==> config.mk <==
export PLATFORM = sky130hd
export DESIGN_NAME = dds_output_control
export DESIGN_NICKNAME = d
export VERILOG_FILES = /design/src/rtl/dds_pkg.sv /design/src/rtl/dds_sine_rom.sv /design/src/rtl/dds_output_control.sv
export VERILOG_INCLUDE_DIRS = /design/src /design/src/rtl
export SDC_FILE = /design/constraint.sdc
export NUM_CORES = 1
export LEC_CHECK = 0
export BUFFER_PORTS_ARGS = -buffer_cell sky130_fd_sc_hd__buf_2
export CORE_ASPECT_RATIO = 1.75
export CORE_MARGIN = 4
export CORE_UTILIZATION = 50
export CTS_CLUSTER_DIAMETER = 60
export DETAILED_ROUTE_END_ITERATION = 10
export PLACE_DENSITY = 0.68
export SYNTH_ARGS = -nofsm -noshare
export SYNTH_HDL_FRONTEND = slang
export SYNTH_SLANG_ARGS = --single-unit
==> constraint.sdc <==
create_clock -name core_clk_i -period 10.1 [get_ports core_clk_i]
set_input_delay 0.505 -clock core_clk_i [delete_from_list [all_inputs] [get_ports core_clk_i]]
set_output_delay 0.505 -clock core_clk_i [all_outputs]
set_load 0.05 [all_outputs]
==> src/rtl/dds_map.svh <==
// Register map, field positions, reset values and timing counts of the DDS control block
`ifndef DDS_MAP_SVH
`define DDS_MAP_SVH
`define DDS_CTRL_OFS       12'h000
`define DDS_FREQ_A_OFS     12'h004
`define DDS_FREQ_B_OFS     12'h008
`define DDS_PHASE_A_OFS    12'h00C
`define DDS_PHASE_B_OFS    12'h010
`define DDS_STATUS_OFS     12'h014
`define DDS_OUT_OFS        12'h018
`define DDS_CTRL_RESET_BIT 8
`define DDS_CTRL_HALT_BIT  7
`define DDS_CTRL_DACPD_BIT 6
`define DDS_CTRL_SQEN_BIT  5
`define DDS_CTRL_FSEL_BIT  11
`define DDS_CTRL_PSEL_BIT  10
`define DDS_CTRL_HALVE_BIT 3
`define DDS_CTRL_MODE_BIT  1
`define DDS_CTRL_RST_VAL   32'h0000_0100
`define DDS_RESUME_CYCLES  4'h8
`endif

==> src/rtl/dds_pkg.sv <==
// Types shared by the DDS control block
package dds_pkg;
  typedef struct packed {
    logic freq_bank_select;
    logic phase_bank_select;
    logic accum_reset;
    logic clock_halt_bit;
    logic dac_powerdown_bit;
    logic square_output_enable;
    logic square_halve_select;
    logic waveform_mode;
  } ctrl_t;
  typedef enum logic [1:0] {
    ST_RESET = 2'b00,
    ST_PRIME = 2'b01,
    ST_RUN   = 2'b11
  } run_state_t;
endpackage

==> src/rtl/dds_sine_rom.sv <==
// Registered quarter-wave-folded sine lookup, 10-bit amplitude
`timescale 1ns/1ps
module dds_sine_rom (
  input  wire logic       core_clk_i,
  input  wire logic       en_i,
  input  wire logic [9:0] phase_i,
  output logic      [9:0] amp_o
);
  logic [7:0] addr;
  logic [8:0] quarter;
  logic [9:0] amp_ff;

  // Quarter table from a parabolic fit keeps the memory tiny
  function automatic logic [8:0] quarter_amp(input logic [7:0] a);
    logic [15:0] sq;
    sq = 16'(a) * 16'(a);
    // Slight upscale puts the zero crossing within two codes of midscale
    quarter_amp = 9'(511 - ((sq + (sq >> 8)) >> 7));
  endfunction

  assign addr    = phase_i[8] ? ~phase_i[7:0] : phase_i[7:0];
  assign quarter = quarter_amp(~addr);

  always_ff @(posedge core_clk_i)
  begin
    if (en_i)
      amp_ff <= phase_i[9] ? 10'(10'h200 - {1'b0, quarter}) : 10'(10'h1FF + {1'b0, quarter});
  end
  assign amp_o = amp_ff;
endmodule // dds_sine_rom

==> src/rtl/dds_output_control.sv <==
// DDS control core: accumulator, sleep, waveform select, AHB-Lite registers
// How it works
// Reset bit set clears accumulator and pipeline, output sits at midscale.
// Reset bit leaves frequency, phase and control registers untouched.
// Host sets reset bit after power-up and clears it to release.
// Generated signal reaches DAC eight clocks after reset bit clears.
// Halt bit stops internal clock, powerdown bit turns off DAC.
// Halted clock freezes accumulator and holds DAC output.
// Register writes are accepted while halted.
// Bank select bits still take effect while halted.
// Clearing halt resumes synthesis; pending changes appear after pipeline latency.
// Square enable routes DAC data MSB to output pin.
// Halve select one gives MSB directly, zero gives MSB divided by two.
// Mode zero without square enable drives sine through lookup.
// Mode one bypasses lookup, feeding 10-bit linear triangle.
// Halve select ignored when square enable is zero.
// Host keeps DAC powered when output uses sine or triangle.
// Host may power DAC down when only square output is used.
// Host loads both frequency registers and toggles bank select for FSK.
// Two selectable phase offset registers support PSK.
// Frequency bank select picks one of two 28-bit frequency registers.
// Phase bank select picks one of two 12-bit phase offsets.
// Host never sets mode and square enable together; reserved.
`timescale 1ns/1ps
`include "dds_map.svh"
module dds_output_control #(
  parameter int FREQ_W  = 28,
  parameter int PHASE_W = 12,
  parameter int DAC_W   = 10
) (
  input  wire logic              core_clk_i,
  input  wire logic              srst_i,
  input  wire logic              hsel_i,
  input  wire logic [11:0]       haddr_i,
  input  wire logic [1:0]        htrans_i,
  input  wire logic              hwrite_i,
  input  wire logic [2:0]        hsize_i,
  input  wire logic [31:0]       hwdata_i,
  input  wire logic              hready_i,
  output logic      [31:0]       hrdata_o,
  output logic                   hreadyout_o,
  output logic                   hresp_o,
  output logic      [DAC_W-1:0]  dac_data_o,
  output logic                   dac_enable_o,
  output logic                   waveform_output_pin_o,
  output logic                   square_mode_o
);
  dds_pkg::ctrl_t      ctrl_ff;
  dds_pkg::run_state_t state_ff;
  dds_pkg::run_state_t nxt_state;
  logic [FREQ_W-1:0]  freq_register_a_ff;
  logic [FREQ_W-1:0]  freq_register_b_ff;
  logic [PHASE_W-1:0] phase_offset_a_ff;
  logic [PHASE_W-1:0] phase_offset_b_ff;
  logic [FREQ_W-1:0]  accum_ff;
  logic [PHASE_W-1:0] phase_ff;
  logic [3:0]         resume_cnt_ff;
  logic               halve_ff;
  logic               msb_prev_ff;
  logic [DAC_W-1:0]   dac_ff;
  logic               pin_ff;
  logic               dac_en_ff;
  logic               sq_ff;
  logic [31:0]        rdata_ff;
  logic               wr_pend_ff;
  logic [11:0]        wr_addr_ff;

  logic               addr_phase;
  logic               nco_en;
  logic [FREQ_W-1:0]  freq_sel;
  logic [PHASE_W-1:0] phase_sel;
  logic [PHASE_W-1:0] phase_sum;
  logic [DAC_W-1:0]   tri_amp;
  logic [DAC_W-1:0]   sine_amp;
  logic [DAC_W-1:0]   amp_sel;
  logic               amp_msb;
  logic               msb_rise;
  logic               nxt_pin;
  logic [31:0]        rd_mux;
  logic [31:0]        ctrl_word;
  dds_pkg::ctrl_t     ctrl_new;

  // AHB-Lite slave: zero wait states, always OKAY
  assign addr_phase  = hsel_i && htrans_i[1] && hready_i;
  assign hreadyout_o = 1'b1;
  assign hresp_o     = 1'b0;

  assign ctrl_word = {20'h0, ctrl_ff.freq_bank_select, ctrl_ff.phase_bank_select, 1'b0,
                      ctrl_ff.accum_reset, ctrl_ff.clock_halt_bit, ctrl_ff.dac_powerdown_bit,
                      ctrl_ff.square_output_enable, 1'b0, ctrl_ff.square_halve_select,
                      1'b0, ctrl_ff.waveform_mode, 1'b0};

  assign ctrl_new.freq_bank_select     = hwdata_i[`DDS_CTRL_FSEL_BIT];
  assign ctrl_new.phase_bank_select    = hwdata_i[`DDS_CTRL_PSEL_BIT];
  assign ctrl_new.accum_reset          = hwdata_i[`DDS_CTRL_RESET_BIT];
  assign ctrl_new.clock_halt_bit       = hwdata_i[`DDS_CTRL_HALT_BIT];
  assign ctrl_new.dac_powerdown_bit    = hwdata_i[`DDS_CTRL_DACPD_BIT];
  assign ctrl_new.square_output_enable = hwdata_i[`DDS_CTRL_SQEN_BIT];
  assign ctrl_new.square_halve_select  = hwdata_i[`DDS_CTRL_HALVE_BIT];
  assign ctrl_new.waveform_mode        = hwdata_i[`DDS_CTRL_MODE_BIT];

  assign rd_mux =
    (haddr_i == `DDS_CTRL_OFS)    ? ctrl_word :
    (haddr_i == `DDS_FREQ_A_OFS)  ? 32'(freq_register_a_ff) :
    (haddr_i == `DDS_FREQ_B_OFS)  ? 32'(freq_register_b_ff) :
    (haddr_i == `DDS_PHASE_A_OFS) ? 32'(phase_offset_a_ff) :
    (haddr_i == `DDS_PHASE_B_OFS) ? 32'(phase_offset_b_ff) :
    (haddr_i == `DDS_STATUS_OFS)  ? {24'h0, 2'(state_ff), 2'h0, resume_cnt_ff} :
    (haddr_i == `DDS_OUT_OFS)     ? {20'h0, pin_ff, 1'b0, 10'(dac_ff)} :
    32'h0000_0000;

  always_ff @(posedge core_clk_i)
  begin
    if (srst_i)
    begin
      wr_pend_ff <= 1'b0;
      wr_addr_ff <= 12'h000;
      rdata_ff   <= 32'h0000_0000;
    end
    else
    begin
      wr_pend_ff <= addr_phase && hwrite_i;
      wr_addr_ff <= haddr_i;
      if (addr_phase && !hwrite_i)
        rdata_ff <= rd_mux;
    end
  end
  assign hrdata_o = rdata_ff;

  // Writes land in any sleep state; reset bit never touches these
  always_ff @(posedge core_clk_i)
  begin
    if (srst_i)
    begin
      ctrl_ff            <= dds_pkg::ctrl_t'(8'h20);
      freq_register_a_ff <= '0;
      freq_register_b_ff <= '0;
      phase_offset_a_ff  <= '0;
      phase_offset_b_ff  <= '0;
    end
    else if (wr_pend_ff)
    begin
      case (wr_addr_ff)
        `DDS_CTRL_OFS:    ctrl_ff <= ctrl_new;
        `DDS_FREQ_A_OFS:  freq_register_a_ff <= hwdata_i[FREQ_W-1:0];
        `DDS_FREQ_B_OFS:  freq_register_b_ff <= hwdata_i[FREQ_W-1:0];
        `DDS_PHASE_A_OFS: phase_offset_a_ff <= hwdata_i[PHASE_W-1:0];
        `DDS_PHASE_B_OFS: phase_offset_b_ff <= hwdata_i[PHASE_W-1:0];
        default:          ctrl_ff <= ctrl_ff;
      endcase
    end
  end

  // Bank selects decode on the synchronizing clock, halted or not
  assign freq_sel  = ctrl_ff.freq_bank_select ? freq_register_b_ff
                                              : freq_register_a_ff;
  assign phase_sel = ctrl_ff.phase_bank_select ? phase_offset_b_ff
                                               : phase_offset_a_ff;

  // Halt gates the synthesis path through one enable
  assign nco_en = !ctrl_ff.clock_halt_bit;

  // Run state: reset holds, prime counts eight cycles, run releases output
  always_comb
  begin
    nxt_state = state_ff;
    case (state_ff)
      dds_pkg::ST_RESET: nxt_state = ctrl_ff.accum_reset ? dds_pkg::ST_RESET
                                                         : dds_pkg::ST_PRIME;
      dds_pkg::ST_PRIME:
      begin
        if (ctrl_ff.accum_reset)
          nxt_state = dds_pkg::ST_RESET;
        else if (resume_cnt_ff == 4'(`DDS_RESUME_CYCLES - 4'h1) && nco_en)
          nxt_state = dds_pkg::ST_RUN;
      end
      dds_pkg::ST_RUN:   nxt_state = ctrl_ff.accum_reset ? dds_pkg::ST_RESET
                                                         : dds_pkg::ST_RUN;
      default:           nxt_state = dds_pkg::ST_RESET;
    endcase
  end

  always_ff @(posedge core_clk_i)
  begin
    if (srst_i || ctrl_ff.accum_reset)
      resume_cnt_ff <= 4'h0;
    else if (state_ff != dds_pkg::ST_RUN && nco_en)
      // Counts from the first edge with the reset bit clear
      resume_cnt_ff <= resume_cnt_ff + 4'h1;
  end

  always_ff @(posedge core_clk_i)
  begin
    if (srst_i)
      state_ff <= dds_pkg::ST_RESET;
    else
      state_ff <= nxt_state;
  end

  // Accumulator path cleared by the reset bit or srst_i
  always_ff @(posedge core_clk_i)
  begin
    if (srst_i || ctrl_ff.accum_reset)
    begin
      accum_ff <= '0;
      phase_ff <= '0;
    end
    else if (nco_en)
    begin
      accum_ff <= accum_ff + freq_sel;
      phase_ff <= phase_sum;
    end
  end
  assign phase_sum = accum_ff[FREQ_W-1 -: PHASE_W] + phase_sel;

  // Triangle: fold the truncated phase into an up-down ramp
  assign tri_amp = phase_ff[PHASE_W-1] ? ~phase_ff[PHASE_W-2 -: DAC_W]
                                       : phase_ff[PHASE_W-2 -: DAC_W];

  dds_sine_rom u_sine (
    .core_clk_i (core_clk_i),
    .en_i       (nco_en),
    .phase_i    (phase_ff[PHASE_W-1 -: DAC_W]),
    .amp_o      (sine_amp)
  );

  // Reserved mode/square combination falls to the sine path
  assign amp_sel = (ctrl_ff.waveform_mode && !ctrl_ff.square_output_enable)
                   ? tri_amp : sine_amp;
  assign amp_msb  = amp_sel[DAC_W-1];
  assign msb_rise = amp_msb && !msb_prev_ff;

  // Divide-by-two toggles on each rising MSB edge
  always_ff @(posedge core_clk_i)
  begin
    if (srst_i || ctrl_ff.accum_reset)
    begin
      halve_ff    <= 1'b0;
      msb_prev_ff <= 1'b0;
    end
    else if (nco_en)
    begin
      msb_prev_ff <= amp_msb;
      if (msb_rise)
        halve_ff <= !halve_ff;
    end
  end

  // Square pin ignores halve select unless square output enabled
  assign nxt_pin = !ctrl_ff.square_output_enable ? 1'b0 :
                   ctrl_ff.square_halve_select ? amp_msb : halve_ff;

  // Outputs: midscale until eight cycles after reset releases
  always_ff @(posedge core_clk_i)
  begin
    // Next state opens the output on the eighth edge, not one later
    if (srst_i || nxt_state != dds_pkg::ST_RUN)
    begin
      dac_ff <= 10'h200;
      pin_ff <= 1'b0;
    end
    else if (nco_en)
    begin
      dac_ff <= amp_sel;
      pin_ff <= nxt_pin;
    end
  end

  always_ff @(posedge core_clk_i)
  begin
    if (srst_i)
    begin
      dac_en_ff <= 1'b1;
      sq_ff     <= 1'b0;
    end
    else
    begin
      dac_en_ff <= !ctrl_ff.dac_powerdown_bit;
      sq_ff     <= ctrl_ff.square_output_enable;
    end
  end

  assign dac_data_o            = dac_ff;
  assign dac_enable_o          = dac_en_ff;
  assign waveform_output_pin_o = pin_ff;
  assign square_mode_o         = sq_ff;
endmodule // dds_output_control

# Yosys cells after proc, flatten, opt, wreduce, memory -nomap -nowiden
# Index checks and enable logic that the tools add are counted.
[word_totals] ff_bits=204 out_inout_bits=47 word_cells=98
[op_classes] bitwise=4 eq_ne=15 n_reduce_logical=25 muxes=20 addsub=7 multipliers=1
[ops] cell="28-bit 2-to-1 mux" n=4
[ops] cell="12-bit 2-to-1 mux" n=5
[ops] cell="12-bit by 4-bit == test with 1-bit output, second input constant" n=4
[ops] cell="12-bit by 5-bit == test with 1-bit output, second input constant" n=4
[ops] cell="10-bit 2-to-1 mux" n=3
[ops] cell="28-bit adder" n=1
[ops] cell="12-bit by 3-bit == test with 1-bit output, second input constant" n=2
[ops] cell="12-bit zero test" n=2
[ops] cell="16-bit by 8-bit adder with 16-bit output" n=1
[ops] cell="8-bit by 8-bit multiplier with 16-bit output" n=1
[ops] cell="8-bit inverter" n=2
[ops] cell="12-bit adder" n=1
[ops] cell="2-bit AND reduction" n=6
[ops] cell="9-bit by 9-bit adder with 10-bit output, first input constant" n=1
[ops] cell="10-bit inverter" n=1
[ops] cell="10-bit by 9-bit subtractor with 10-bit output, first input constant" n=1
[ops] cell="9-bit subtractor, first input constant" n=1
[ops] cell="1-bit logical AND" n=8
[ops] cell="8-bit 2-to-1 mux" n=1
[ops] cell="1-bit zero test" n=6
[ops] cell="2-bit 2-to-1 mux" n=3
[ops] cell="2-bit case mux with 3 select lines" n=1
[ops] cell="4-bit by 1-bit adder with 4-bit output, second input constant" n=1
[ops] cell="4-bit by 3-bit == test with 1-bit output, second input constant" n=1
[ops] cell="7 further kinds" n=11

# Logic depth before layout (Yosys ltp)
# Gate-level depths: netlist of run 1.
[logic_depth] ltp_word=8 depth_mapped=33 depth_no_buf=30

# Hierarchy
# From an unflattened synthesis of run 1, not the netlist that was laid out.
[unflattened] hier_cells=1528 hier_area_um2=12769.7
[modules_own_cells] mod="dds_output_control" n_inst=1 cells_per_inst=1155 area_per_inst_um2=9673.0
[modules_own_cells] mod="dds_sine_rom" n_inst=1 cells_per_inst=373 area_per_inst_um2=3096.7

# Worst setup path after synthesis of run 1
# No wires, ideal clock.
[synth_path] path_type="register -> register" start="reg phase_ff[10]" end="reg u_sine.amp_ff[6], in the netlist u_sine.amp_o[6] (data pin)" setup_ns=0.260 arrival_time_ns=7.233 setup_slack_ns=2.608 path_stages_with_launch=32 required_ns=9.840 cell_sequence="dfxtp_1 > clkbuf_1 > xor2_1 > inv_1 > nand2b_1 > fa_1 > inv_1 > fa_1 > fa_1 > inv_1 > fa_1 > inv_1 > ha_1 > buf_2 > a21oi_1 > o21ai_1 > xnor2_1 > inv_1 > clkbuf_1 > ha_1 > a41o_1 > nor3_1 > o211ai_2 > nand3_1 > xnor2_1 > ha_1 > nand2_1 > or3_1 > a211oi_1 > nor4_1 > a41oi_2 > xnor2_1"
[synth_via] elab_chain_len=7
[synth_lines] element="start, declared" line_no="dds_output_control.sv:56" text="logic [PHASE_W-1:0] phase_ff;"
[synth_lines] element="start signal, assigned" line_no="dds_output_control.sv:211" text="phase_ff <= phase_sum;"
[synth_lines] element="8-bit 2-to-1 mux *" line_no="dds_sine_rom.sv:21" text="assign addr = phase_i[8] ? ~phase_i[7:0] : phase_i[7:0];"
[synth_lines] element="8-bit inverter *" line_no="dds_sine_rom.sv:22" text="assign quarter = quarter_amp(~addr);"
[synth_lines] element="8-bit by 8-bit multiplier with 16-bit output *" line_no="dds_sine_rom.sv:16" text="sq = 16'(a) * 16'(a);"
[synth_lines] element="16-bit by 8-bit adder with 16-bit output *" line_no="dds_sine_rom.sv:18" text="quarter_amp = 9'(511 - ((sq + (sq >> 8)) >> 7));"
[synth_lines] element="9-bit subtractor *" line_no="dds_sine_rom.sv:18"
[synth_lines] element="10-bit by 9-bit subtractor with 10-bit output / 9-bit by 9-bit adder with 10-bit output (equally long branches)" line_no="dds_sine_rom.sv:27" text="amp_ff <= phase_i[9] ? 10'(10'h200 - {1'b0, quarter}) : 10'(10'h1FF + {1'b0, quarter});"
[synth_lines] element="10-bit 2-to-1 mux *" line_no="dds_sine_rom.sv:27"
[synth_lines] element="end signal, assigned" line_no="dds_sine_rom.sv:27"
[synth_lines] element="end, declared" line_no="dds_sine_rom.sv:11" text="logic [9:0] amp_ff;"
# Every way passes the cells marked *; elsewhere a longest branch is shown, timed or not.
# A chain may end at the register's enable or synchronous reset.

# Worst setup path after layout of run 1
# Ends and elaborated chain as after synthesis.

==> results of run 1 <==
[layout make-up]
type / count / area (um^2) / share of cell area
Clock buffer: 21 / 482 / 0.0351
Inverter: 67 / 251 / 0.0183
Timing Repair Buffer: 101 / 546 / 0.0397
Tap cell: 312 / 390 / 0.0284
Clock inverter: 11 / 88.8 / 0.00647
Multi-Input combinational cell: 1155 / 7900 / 0.575
Sequential cell: 199 / 4090 / 0.297
[power groups by stage]
stage / sequential [W] / clock, W / combinational [W]
after floorplan: 0.000828 / 0 / 0.0000269
after global placement: 0.000817 / 0 / 0.0000583
after global routing: 0.000799 / 0.000699 / 0.0000632
final: 0.000799 / 0.000659 / 0.0000590
after detailed placement: 0.000817 / 0 / 0.0000588
after CTS: 0.000799 / 0.000669 / 0.0000589
[state kept, by name, indices dropped and copies added (netlist names)]
| register | cells |
|---|---|
| halve_ff | 1 |
| hrdata_o | 28 |
| msb_prev_ff | 1 |
| u_sine.amp_o | 10 |
| wr_pend_ff | 1 |
| resume_cnt_ff | 4 |
| state_ff | 2 |
| phase_ff | 11 |
| freq_register_a_ff | 28 |
| dac_data_o | 10 |
| accum_ff | 28 |
| phase_offset_a_ff | 12 |
| dac_enable_o | 1 |
| waveform_output_pin_o | 1 |
| square_mode_o | 1 |
| wr_addr_ff | 12 |
| ctrl_ff | 8 |
| freq_register_b_ff | 28 |
| phase_offset_b_ff | 12 |
[cells in the final DEF (no fill, tap or decap), drive strengths merged, types with 26 or more instances in the layout]
cell type	n
nor2	163
o21ai	54
nand2	208
buf	101
mux2i	49
nor3	42
ha	71
inv	70
dfxtp	189
mux2	38
fa	26
a221oi	28
a21oi	139
xnor2	63
[path summary, 6_finish.rpt]
| path | start | endpoint | slack (ns) | cells after the start |
|---|---|---|---|---|
| max reg2reg | phase_ff[10] | u_sine.amp_o[6] | 1.52 | 28 |
| min | haddr_i[6] | wr_addr_ff[6] | 0.29 | 2 |
| min reg2reg | ctrl_ff[3] | dac_enable_o | 0.42 | 1 |
| max | phase_ff[10] | u_sine.amp_o[6] | 1.52 | 28 |
[cells by family (layout without fill, tap and decap cells)]
family | after synthesis | in the layout | share of synthesized area
buffers and inverters | 158 | 200 | 0.0497
muxes | 88 | 88 | 0.0748
adders and majority gates | 97 | 97 | 0.112
DFF | 199 | 199 | 0.325
other | 2 | 6 | 0.000597
and+or+nand+nor | 536 | 536 | 0.190
xor gates and xnor gates | 78 | 78 | 0.0572
AOI/OAI and AO/OA | 350 | 350 | 0.191
[synth_stat cells (12+ instances only)]
cell / number
a221oi_1: 27
mux2i_1: 49
a211oi_1: 22
nand2_1: 208
nor3_1: 42
o21ai_0: 48
nor2_1: 162
and2_1: 12
mux2_2: 38
nor2b_1: 19
xor2_1: 14
inv_1: 66
a21oi_1: 139
clkbuf_1: 72
a21o_1: 24
xnor2_1: 60
fa_1: 26
dfxtp_1: 189
nand3_1: 25
ha_1: 71
[worst max-delay path: cells and delay by family, from the launching register on]
| kind | cells | cell delay, ns |
|---|---|---|
| fa+ha+maj | 7 | 3.16 |
| xor+xnor | 4 | 1.45 |
| compound gates | 6 | 1.43 |
| flops | 1 | 0.70 |
| simple gates | 6 | 0.85 |
| buf+inv | 5 | 0.73 |
[metrics by stage]
step / hold WS [ns] / cells
2_1_floorplan: 0.384 / 1512
3_3_place_gp: 0.396 / 1834
3_5_place_dp: 0.404 / 1834
4_1_cts: 0.276 / 1866
5_1_grt: 0.295 / 1866
6_report: 0.292 / 1866
[metal layers]
| layer | vias to the layer above | wire [um] | global-route usage |
|---|---|---|---|
| li1 | 5329 | - | - |
| met5 | - | 0 | 0 |
| met2 | 312 | 18000 | 0.450 |
| met3 | 83 | 1670 | 0.0409 |
| met4 | 0 | 1370 | 0.114 |
| met1 | 5164 | 12900 | 0.262 |
==> metrics.md, run 1 <==
| Metric | Value |
|---|---|
| Die height | `218 um` |
| PortBufs | `86` |
| Leak pwr | `5.73 nW` |
| Max incr delay on CP | `0.70 ns` |
| Crit path time final | `8.58 ns` |
| Final Hold Fails | `0` |
| Avg Synthesized Cell Area | `8.34 um^2` |
| Yosys Warn Count | `0` |
| Sum Neg Setup Slack | `0 ns` |
| Starting Density | `0.509` |
| Cts bufs inserted | `17` |
| Hold_buf cts | `0` |
| Post-synthesis sequential area ratio | `0.325` |
| Async SR Flop Fraction | `0` |
| Total inserted antenna cells | `0` |
| Global-route wire length before repair | `53.9 mm` |
| Reported net switching power | `0.000358 W` |
| Final GP Congestion | `0.887` |
| Synth Instances | `about 1,500` |
| EDFF count, synth | `10` |
| Total global routing overflow | `0` |
| Worst vdd ir | `0.108 mV` |
| Critical path data arrival time | `between 8 and 9 ns` |
| Mapped cell area | `0.0126 mm^2` |
| Post-synth top area cell | `dfxtp_1` |
| Critical Path Source Type | `flip-flop` |
| Hpwl dp | `25.1 mm` |
| Main synth FF type | `dfxtp_1` |
| Number of max-cap violations | `0` |
| Power per Cell Area | `110 mW/mm^2` |
| Post-route DRC | `0` |
| Crit path max fanout | `17` |
| CTS tree | `done` |
| Skew final | `0.0122 ns` |
| Root Buffer | `clkbuf_16` |
| Clock Pin Slew Worst Setup and Hold Paths | `0.07 ns` |
| H-tree depth | `4` |
| GR Util All Layers | `0.242` |
| Worst-Margin Slew | `1.09 ns` |
| Synth cell types | `83` |
| Initial antenna violation count | `0` |
| Critical path class | `flip-flop to flip-flop` |
| Worst-skew pair later-pin latency | `around 0.45 ns` |
| DP Area | `0.0132 mm^2` |
| Die Footprint | `0.0278 mm^2` |
| Die X | `128 um` |
| Number of nets still failing antenna checks after routing | `0` |
| # resized after CTS | `0` |
| Seq cells post-synth | `around 200` |
| Design internal power | `0.00116 W` |
| Final setup margin | `between 1.5 and 2 ns` |
| Slowest-stage cell, CP | `dfxtp_1` |
| Number of global-route vias before repair | `10,700` |
| FILL cells | `2,343` |
| Status | `completed` |
| Switching share of power | `0.236` |
| CP Capture Type | `flip-flop` |
| Num Clock Sinks | `just under 200` |
| Clock share of power | `0.434` |
| Slew headroom | `0.271` |
| Area of the core | `0.0247 mm^2` |
| Final instance area | `between 0.01 and 0.015 mm^2` |
| Via count | `10,900` |
| Min-delay worst type | `input pin to flip-flop` |
| Via/cell ratio | `5.83` |
| Nets | `1,692` |
| Layout cells sized above 1 | `0.138` |
| Top area cells in the synthesized netlist | `dfxtp_1, ha_1, nand2_1, a21oi_1, nor2_1` |
| Largest net degree at the start of global routing | `80` |
| Sequential power share | `0.527` |
| Share of the synthesized area in the top cell type | `0.301` |
| I/O Pins | `101` |
| FP Rows | `76` |
| Critical Path RT | `a little over 10 ns` |
| CTS Buffer Depth | `2` |
| Final Core Density | `0.556` |
| # Post-CTS Setup Buffers | `0` |
| Total Power | `~0.0015 W` |
| Initial DRC Count | `640` |
| F_max | `117 MHz` |
| Combinational share of power | `0.039` |
| WL per Instance | `18.2 um` |
| Place WS | `~1.6 ns` |
| Max-slew violation count | `0` |
| RSZ-0062 raised after global routing | `false` |
| Final period util | `0.849` |
| Routed WL | `33.9 mm` |
| Drt first pass iters | `6` |
| CP most frequent cell | `inv_1` |
| Area delta synth->final | `9.30%` |
| # setup viols final | `0` |
(Power assumes the default switching activity.)
==> inputs of run 2 (changes only) <==
--- a/config.mk
+++ b/config.mk
@@ -12,7 +12,7 @@
 export CORE_UTILIZATION = 50
 export CTS_CLUSTER_DIAMETER = 60
 export DETAILED_ROUTE_END_ITERATION = 10
-export PLACE_DENSITY = 0.68
+export PLACE_DENSITY = 0.71
 export SYNTH_ARGS = -nofsm -noshare
 export SYNTH_HDL_FRONTEND = slang
 export SYNTH_SLANG_ARGS = --single-unit
==> constraint.sdc (replaced) <==
create_clock -name core_clk_i -period 7.8 [get_ports core_clk_i]
set_input_delay 0.39 -clock core_clk_i [delete_from_list [all_inputs] [get_ports core_clk_i]]
set_output_delay 0.39 -clock core_clk_i [all_outputs]
set_load 0.05 [all_outputs]
==> run 2 against run 1 <==
  * Hold slack worse by 0.12 ns
  * Setup slack worse by 1.1 ns
  * Sequential power up 29%
  * Total power up 31%
  * Clock-buffer cell count down 1
  * Combinational power up 30%
  * Sequential cell count unchanged
  * Routed wire length up 0.50%
  * Die area unchanged
  * Critical path type unchanged
  * Critical endpoint unchanged
==> metrics.md, run 2 (same netlist as run 1, synthesis figures left out) <==
| Metric | Value |
|---|---|
| Switching share of power | `0.228 (was 0.236)` |
| CP Capture Type | `flip-flop (unchanged)` |
| Via/cell ratio | `5.83 (about the same)` |
| Area delta synth->final | `10.2% (was 9.30%)` |
| Hpwl dp | `25.2 mm (was 25.1 mm)` |
| RSZ-0062 raised after global routing | `false (unchanged)` |
| Post-route DRC | `0 (unchanged)` |
| FP Rows | `76 (unchanged)` |
| Sum Neg Setup Slack | `0 ns (unchanged)` |
| R2R depth | `26 (was 28)` |
| Min-delay worst type | `input pin to flip-flop (unchanged)` |
| Placed insts | `1,849 (was 1,834)` |
| Critical path class | `flip-flop to flip-flop (unchanged)` |
| PortBufs | `86 (unchanged)` |
| Die X | `128 um (unchanged)` |
| CTS Buffer Depth | `2 (unchanged)` |
| Critical path capture point | `u_sine.amp_o[6] (unchanged)` |
| Number of max-cap violations | `0 (unchanged)` |
| Final GP Congestion | `0.902 (was 0.887)` |
| CP Launch Point | `phase_ff[10] (unchanged)` |
| Num Clock Sinks | `199 (unchanged)` |
| Hold_buf cts | `0 (unchanged)` |
| Combinational share of power | `0.039 (about the same)` |
| Critical Path Source Type | `flip-flop (unchanged)` |
| CTS tree | `done (unchanged)` |
| Crit path time final | `7.33 ns (was 8.58 ns)` |
| Design internal power | `0.00153 W (was 0.00116 W)` |
| Initial antenna violation count | `0 (unchanged)` |
| Area of the core | `0.0247 mm^2 (unchanged)` |
| GR Util All Layers | `0.243 (was 0.242)` |
| Final instance area | `0.0139 mm^2 (was 0.0137 mm^2)` |
| Drt first pass iters | `5 (was 6)` |
| Layout cells sized above 1 | `0.149 (was 0.138)` |
| Slew headroom | `0.314 (was 0.271)` |
| Critical Path RT | `7.99 ns (was 10.28 ns)` |
| I/O Pins | `101 (unchanged)` |
| # setup viols final | `0 (unchanged)` |
| Max-slew violation count | `0 (unchanged)` |
| Commonest cells after routing, fill and taps aside | `nand2_1, dfxtp_1, nor2_1 (unchanged)` |
| Starting Density | `0.509 (unchanged)` |
| Total inserted antenna cells | `0 (unchanged)` |
| Reg2reg setup slack | `0.47 ns (was 1.52 ns)` |
| WL per Instance | `18.1 um (was 18.2 um)` |
| Sequential power share | `0.521 (was 0.527)` |
| Nets | `1,707 (was 1,692)` |
| FILL cells | `2,246 (was 2,343)` |
| Die height | `218 um (unchanged)` |
| Die Footprint | `0.0278 mm^2 (unchanged)` |
| Status | `completed (unchanged)` |
| DP Area | `0.0133 mm^2 (was 0.0132 mm^2)` |
| Crit path max fanout | `17 (unchanged)` |
| Initial DRC Count | `620 (was 640)` |
| Routed WL | `34.1 mm (was 33.9 mm)` |
| Final period util | `0.940 (was 0.849)` |
| Root Buffer | `clkbuf_16 (unchanged)` |
| Worst vdd ir | `0.159 mV (was 0.108 mV)` |
| Final Hold Fails | `0 (unchanged)` |
| Number of nets still failing antenna checks after routing | `0 (unchanged)` |
| Reported net switching power | `0.000453 W (was 0.000358 W)` |
| Worst reg2reg path endpoint | `u_sine.amp_o[6] (unchanged)` |
| F_max | `136 MHz (was 117 MHz)` |
| Clock share of power | `0.440 (was 0.434)` |
| Final setup margin | `0.468 ns (was 1.52 ns)` |
| Place WS | `0.233 ns (was 1.57 ns)` |
| Cts bufs inserted | `17 (unchanged)` |
| Worst-skew pair later-pin latency | `0.45 ns (about the same)` |
| Global-route wire length before repair | `54.5 mm (was 53.9 mm)` |
| Via count | `11,000 (was 10,900)` |
| Total global routing overflow | `0 (unchanged)` |
| Most common cell after layout, fill and taps aside | `nand2_1 (unchanged)` |
| R2R Path Start | `phase_ff[10] (unchanged)` |
| Critical path data arrival time | `7.53 ns (was 8.76 ns)` |
| Power per Cell Area | `143 mW/mm^2 (was 110 mW/mm^2)` |
| Number of global-route vias before repair | `10,800 (was 10,700)` |
| Largest net degree at the start of global routing | `86 (was 80)` |
| # resized after CTS | `0 (unchanged)` |
| H-tree depth | `4 (unchanged)` |
| Leak pwr | `5.82 nW (was 5.73 nW)` |
| Worst-Margin Slew | `1.03 ns (was 1.09 ns)` |
| Clock Pin Slew Worst Setup and Hold Paths | `0.07 ns (about the same)` |
| Non-filler cells, final | `1,881 (was 1,866)` |
| # Post-CTS Setup Buffers | `0 (unchanged)` |
| Skew final | `0.00835 ns (was 0.0122 ns)` |
-- run 2: changes by cell type in the layout (fill, tap and decap cells not counted), sizes merged --
| cell | before | now |
|---|---|---|
| bufinv | 0 | 2 |
| clkinvlp | 5 | 1 |
| buf | 101 | 116 |
| inv | 70 | 68 |
| clkbuf | 21 | 20 |
| clkinv | 3 | 8 |
-- run 2: layer usage --
layer / global-route usage / routed length (um) / up-vias
li1: - / - / 5357
met1: 0.260 / 12900 / 5190
met2: 0.451 / 18000 / 325
met3: 0.0390 / 1610 / 96
met4: 0.128 / 1550 / 0
met5: 0 / 0 / -
-- run 2: power groups by stage --
| stage | clock (W) | sequential (W) | combinational (W) |
|---|---|---|---|
| detailed placement | 0 | 0.00106 | 0.0000760 |
| global placement | 0 | 0.00106 | 0.0000754 |
| floorplan | 0 | 0.00107 | 0.0000348 |
| finish | 0.000874 | 0.00103 | 0.0000765 |
| CTS | 0.000886 | 0.00103 | 0.0000760 |
| global route | 0.000926 | 0.00103 | 0.0000814 |
-- run 2: through the flow --
stage | hold slack (ns) | total power [W] | util
6_report | 0.173 | 0.00198 | 0.561
5_1_grt | 0.179 | 0.00204 | 0.561
4_1_cts | 0.162 | 0.00200 | 0.560
3_5_place_dp | 0.401 | 0.00113 | 0.537
3_3_place_gp | 0.393 | 0.00113 | 0.537
2_1_floorplan | 0.384 | 0.00111 | -
-- run 2: cell type report --
| class | count | area (um^2) | area share |
|---|---|---|---|
| flip-flops and latches | 199 | 4090 | 0.295 |
| multi-input cells | 1155 | 7900 | 0.570 |
| well taps | 312 | 390 | 0.0282 |
| repair buffers | 116 | 658 | 0.0475 |
| inverters | 67 | 251 | 0.0181 |
| clock inverters | 12 | 128 | 0.00921 |
| clock buffers | 20 | 447 | 0.0322 |
-- run 2: worst min path at each step --
stage,startpoint,cells past startpoint,endpoint,slack [ns]
2_1_floorplan,ctrl_ff[3],1,dac_enable_o,0.38
3_3_place_gp,ctrl_ff[3],1,dac_enable_o,0.39
3_5_place_dp,ctrl_ff[3],1,dac_enable_o,0.40
4_1_cts,haddr_i[11],2,wr_addr_ff[11],0.16
5_1_grt,haddr_i[4],2,wr_addr_ff[4],0.18
6_report,haddr_i[8],2,wr_addr_ff[8],0.17
-- run 2: worst max-delay path, stage by stage, from the launching register on --
cell	delay, ns
dfxtp_2	0.42
or2_2	0.40
o21ai_1	0.30
fa_1	0.48
fa_1	0.56
inv_1	0.06
fa_1	0.50
fa_1	0.55
inv_1	0.04
ha_1	0.41
and3_4	0.25
a221oi_4	0.38
o2111ai_1	0.15
o21ai_1	0.12
xnor2_1	0.28
inv_1	0.14
ha_1	0.35
a21o_1	0.22
a31oi_4	0.19
xnor2_1	0.15
ha_1	0.19
nand2_1	0.06
or3_1	0.30
a211oi_1	0.22
nor4_1	0.10
a41oi_2	0.18
xnor2_1	0.09
==> inputs of run 3 (changes only) <==
--- a/config.mk
+++ b/config.mk
@@ -6,7 +6,9 @@
 export SDC_FILE = /design/constraint.sdc
 export NUM_CORES = 1
 export LEC_CHECK = 0
+export ABC_AREA = 1
 export BUFFER_PORTS_ARGS = -buffer_cell sky130_fd_sc_hd__buf_2
+export CAP_MARGIN = 20
 export CORE_ASPECT_RATIO = 1.75
 export CORE_MARGIN = 4
 export CORE_UTILIZATION = 50
==> run 3 against run 2 <==
  * Sequential share of layout area down 0.90 points
  * Cell area up 3.0%
  * Clock power down 2%
  * Utilization up 0.091 points
  * First-iteration DRC count up 25%
  * Non-clock buffer count down 10
  * Total power down 1.7%
  * Global-route usage up 1.9 points
  * Combinational power down 17%
  * Via count up 14%
==> metrics.md, run 3 <==
| Metric | Value |
|---|---|
| Min-delay worst type | `input pin to flip-flop (unchanged)` |
| Total global routing overflow | `0 (unchanged)` |
| Worst vdd ir | `0.132 mV (was 0.159 mV)` |
| Yosys Warn Count | `0 (unchanged)` |
| Number of global-route vias before repair | `12,100 (was 10,800)` |
| # resized after CTS | `0 (unchanged)` |
| Hold_buf cts | `0 (unchanged)` |
| F_max | `141 MHz (was 136 MHz)` |
| PortBufs | `86 (unchanged)` |
| Crit path time final | `7.07 ns (was 7.33 ns)` |
| Slew headroom | `0.416 (was 0.314)` |
| Main combinational cell family by area after synthesis | `simple AND/OR/NAND/NOR gates (was compound AO/OA/AOI/OAI gates)` |
| Via/cell ratio | `5.50 (was 5.83)` |
| Share of the synthesized area in the top cell type | `0.291 (was 0.301)` |
| Synth Instances | `1,879 (was 1,508)` |
| Global-route wire length before repair | `60.2 mm (was 54.5 mm)` |
| RSZ-0062 raised after global routing | `false (unchanged)` |
| Number of max-cap violations | `0 (unchanged)` |
| Total inserted antenna cells | `0 (unchanged)` |
| GR Util All Layers | `0.262 (was 0.243)` |
| Nets | `2,086 (was 1,707)` |
| Multi-input logic area | `0.00758 mm^2 (was 0.00790 mm^2)` |
| Final Hold Fails | `0 (unchanged)` |
| I/O Pins | `101 (unchanged)` |
| Critical path class | `flip-flop to flip-flop (unchanged)` |
| Area delta synth->final | `9.75% (was 10.2%)` |
| Hpwl dp | `29.6 mm (was 25.2 mm)` |
| Post-synth top cells | `nand2_1, inv_1, dfxtp_1 (was nand2_1, dfxtp_1, nor2_1)` |
| Total Power | `0.00195 W (was 0.00198 W)` |
| Skew final | `0.0127 ns (was 0.00835 ns)` |
| FP Rows | `77 (was 76)` |
| Top-count cell post-synth | `nand2_1 (unchanged)` |
| EDFF count, synth | `10 (unchanged)` |
| Root Buffer | `clkbuf_16 (unchanged)` |
| CTS Buffer Depth | `2 (unchanged)` |
| Initial DRC Count | `776 (was 620)` |
| Post-synthesis xor/xnor area fraction | `0.0474 (was 0.0572)` |
| Initial antenna violation count | `0 (unchanged)` |
| Status | `completed (unchanged)` |
| Layout cells sized above 1 | `0.0996 (was 0.149)` |
| Worst-Margin Slew | `0.866 ns (was 1.03 ns)` |
| Commonest cells after routing, fill and taps aside | `nand2_1, inv_1, dfxtp_1 (was nand2_1, dfxtp_1, nor2_1)` |
| Worst-skew pair later-pin latency | `0.45 ns (about the same)` |
| Seq cells post-synth | `199 (unchanged)` |
| Clock Pin Slew Worst Setup and Hold Paths | `0.07 ns (about the same)` |
| Post-synthesis simple-gate area fraction | `0.245 (was 0.190)` |
| Max-slew violation count | `0 (unchanged)` |
| Synth Area in Compound Gates | `0.180 (was 0.191)` |
| Number of nets still failing antenna checks after routing | `0 (unchanged)` |
| Async SR Flop Fraction | `0 (unchanged)` |
| # setup viols final | `0 (unchanged)` |
| Critical path data arrival time | `7.28 ns (was 7.53 ns)` |
| Final period util | `0.907 (was 0.940)` |
| Adder-cell area share of the yosys netlist | `0.108 (was 0.112)` |
| Largest net degree at the start of global routing | `62 (was 86)` |
| FF/Latch Area | `0.00408 mm^2 (was 0.00409 mm^2)` |
| Cts bufs inserted | `17 (unchanged)` |
| Metal2 WL | `19.9 mm (was 18.0 mm)` |
| H-tree depth | `4 (unchanged)` |
| Post-route DRC | `0 (unchanged)` |
| CP Capture Type | `flip-flop (unchanged)` |
| # Post-CTS Setup Buffers | `0 (unchanged)` |
| Combinational share of power | `0.033 (was 0.039)` |
| Post-synthesis sequential area ratio | `0.314 (was 0.325)` |
| Avg Synthesized Cell Area | `6.93 um^2 (was 8.34 um^2)` |
| Slowest-stage cell, CP | `dfxtp_1 (was fa_1)` |
| WL per Instance | `16.5 um (was 18.1 um)` |
| Sum Neg Setup Slack | `0 ns (unchanged)` |
| Mapped cell area | `0.0130 mm^2 (was 0.0126 mm^2)` |
| Switching share of power | `0.236 (was 0.228)` |
| M1 WL | `13.3 mm (was 12.9 mm)` |
| Final Core Density | `0.561 (about the same)` |
| Wire length on met3 | `1.70 mm (was 1.61 mm)` |
| Mux contribution to synthesized area | `0 (was 0.0748)` |
| CTS tree | `done (unchanged)` |
| Clock share of power | `0.440 (about the same)` |
| Leak pwr | `6.81 nW (was 5.82 nW)` |
| Crit path max fanout | `8 (was 17)` |
| Sequential power share | `0.527 (was 0.521)` |
| Via count | `12,500 (was 11,000)` |
| Reg2reg setup slack | `0.73 ns (was 0.47 ns)` |
| Design internal power | `0.00149 W (was 0.00153 W)` |
| Post-synth top area cell | `dfxtp_1 (unchanged)` |
| Die Footprint | `0.0288 mm^2 (was 0.0278 mm^2)` |
| Most common cell after layout, fill and taps aside | `nand2_1 (unchanged)` |
| Starting Density | `0.512 (was 0.509)` |
| Routed WL | `37.4 mm (was 34.1 mm)` |
| Synth cell types | `48 (was 83)` |
| Die X | `130 um (was 128 um)` |
| Top Metal Used | `met4 (unchanged)` |
| Area of the core | `0.0254 mm^2 (was 0.0247 mm^2)` |
| Top area cells in the synthesized netlist | `dfxtp_1, nand2_1, inv_1, o21ai_0, ha_1 (was dfxtp_1, ha_1, nand2_1, a21oi_1, nor2_1)` |
| CP most frequent cell | `nand2_1 (was fa_1)` |
| Reported net switching power | `0.000461 W (was 0.000453 W)` |
| Max incr delay on CP | `0.60 ns (was 0.56 ns)` |
| Critical Path RT | `8.01 ns (was 7.99 ns)` |
| Num Clock Sinks | `199 (unchanged)` |
| Drt first pass iters | `6 (was 5)` |
| Power per Cell Area | `137 mW/mm^2 (was 143 mW/mm^2)` |
| Main synth FF type | `dfxtp_1 (unchanged)` |
| Die height | `221 um (was 218 um)` |
| FILL cells | `2,479 (was 2,246)` |
| Critical Path Source Type | `flip-flop (unchanged)` |
| Final GP Congestion | `0.954 (was 0.902)` |
run 3: per-stage QoR:
step	hold WS, ns	setup WS [ns]	cell area [um^2]	cells
2_1_floorplan	0.376	1.57	13000	1883
3_3_place_gp	0.405	0.750	13700	2232
3_5_place_dp	0.430	0.689	13700	2232
4_1_cts	0.138	0.660	14300	2264
5_1_grt	0.141	0.146	14300	2264
6_report	0.157	0.728	14300	2264
run 3: routing by layer:
layer  up-vias  GRT usage
met5         -          0
met4         0      0.168
met3       107     0.0425
met2       351      0.485
met1      5727      0.263
li1       6265          -
run 3: cells by family after synthesis:
family,after synthesis
adder cells (fa/ha/maj),97
AND/OR/NAND/NOR,734
flip-flops,199
buffers and inverters,357
XOR/XNOR,67
AO/OA/AOI/OAI,423
other,2
run 3: layout make-up:
| type | instances | area share |
|---|---|---|
| well taps | 316 | 0.0277 |
| flip-flops and latches | 199 | 0.286 |
| clock inverters | 15 | 0.0103 |
| clock buffers | 17 | 0.0298 |
| inverters | 284 | 0.0746 |
| multi-input cells | 1327 | 0.531 |
| repair buffers | 106 | 0.0407 |
run 3: worst paths after layout:
path / startpoint / end / cells past startpoint
setup / recovery: phase_ff[10] / u_sine.amp_o[8] / 33
hold / removal: haddr_i[8] / wr_addr_ff[8] / 3
hold reg to reg: ctrl_ff[3] / dac_enable_o / 1
setup reg to reg: phase_ff[10] / u_sine.amp_o[8] / 33
run 3: power groups by stage:
| stage | logic (W) | registers, W | clock network (W) |
|---|---|---|---|
| global route | 0.0000694 | 0.00103 | 0.000916 |
| CTS | 0.0000634 | 0.00103 | 0.000879 |
| finish | 0.0000637 | 0.00103 | 0.000859 |
| detailed placement | 0.0000632 | 0.00105 | 0 |
| floorplan | 0.0000374 | 0.00105 | 0 |
| global placement | 0.0000629 | 0.00105 | 0 |
run 3: worst max-delay path: cells and delay by family, from the launching register on:
| kind | cells | cell delay, ns |
|---|---|---|
| compound gates | 3 | 0.64 |
| xor+xnor | 2 | 0.69 |
| fa+ha+maj | 7 | 2.93 |
| buf+inv | 7 | 0.70 |
| flops | 1 | 0.60 |
| simple gates | 14 | 1.26 |
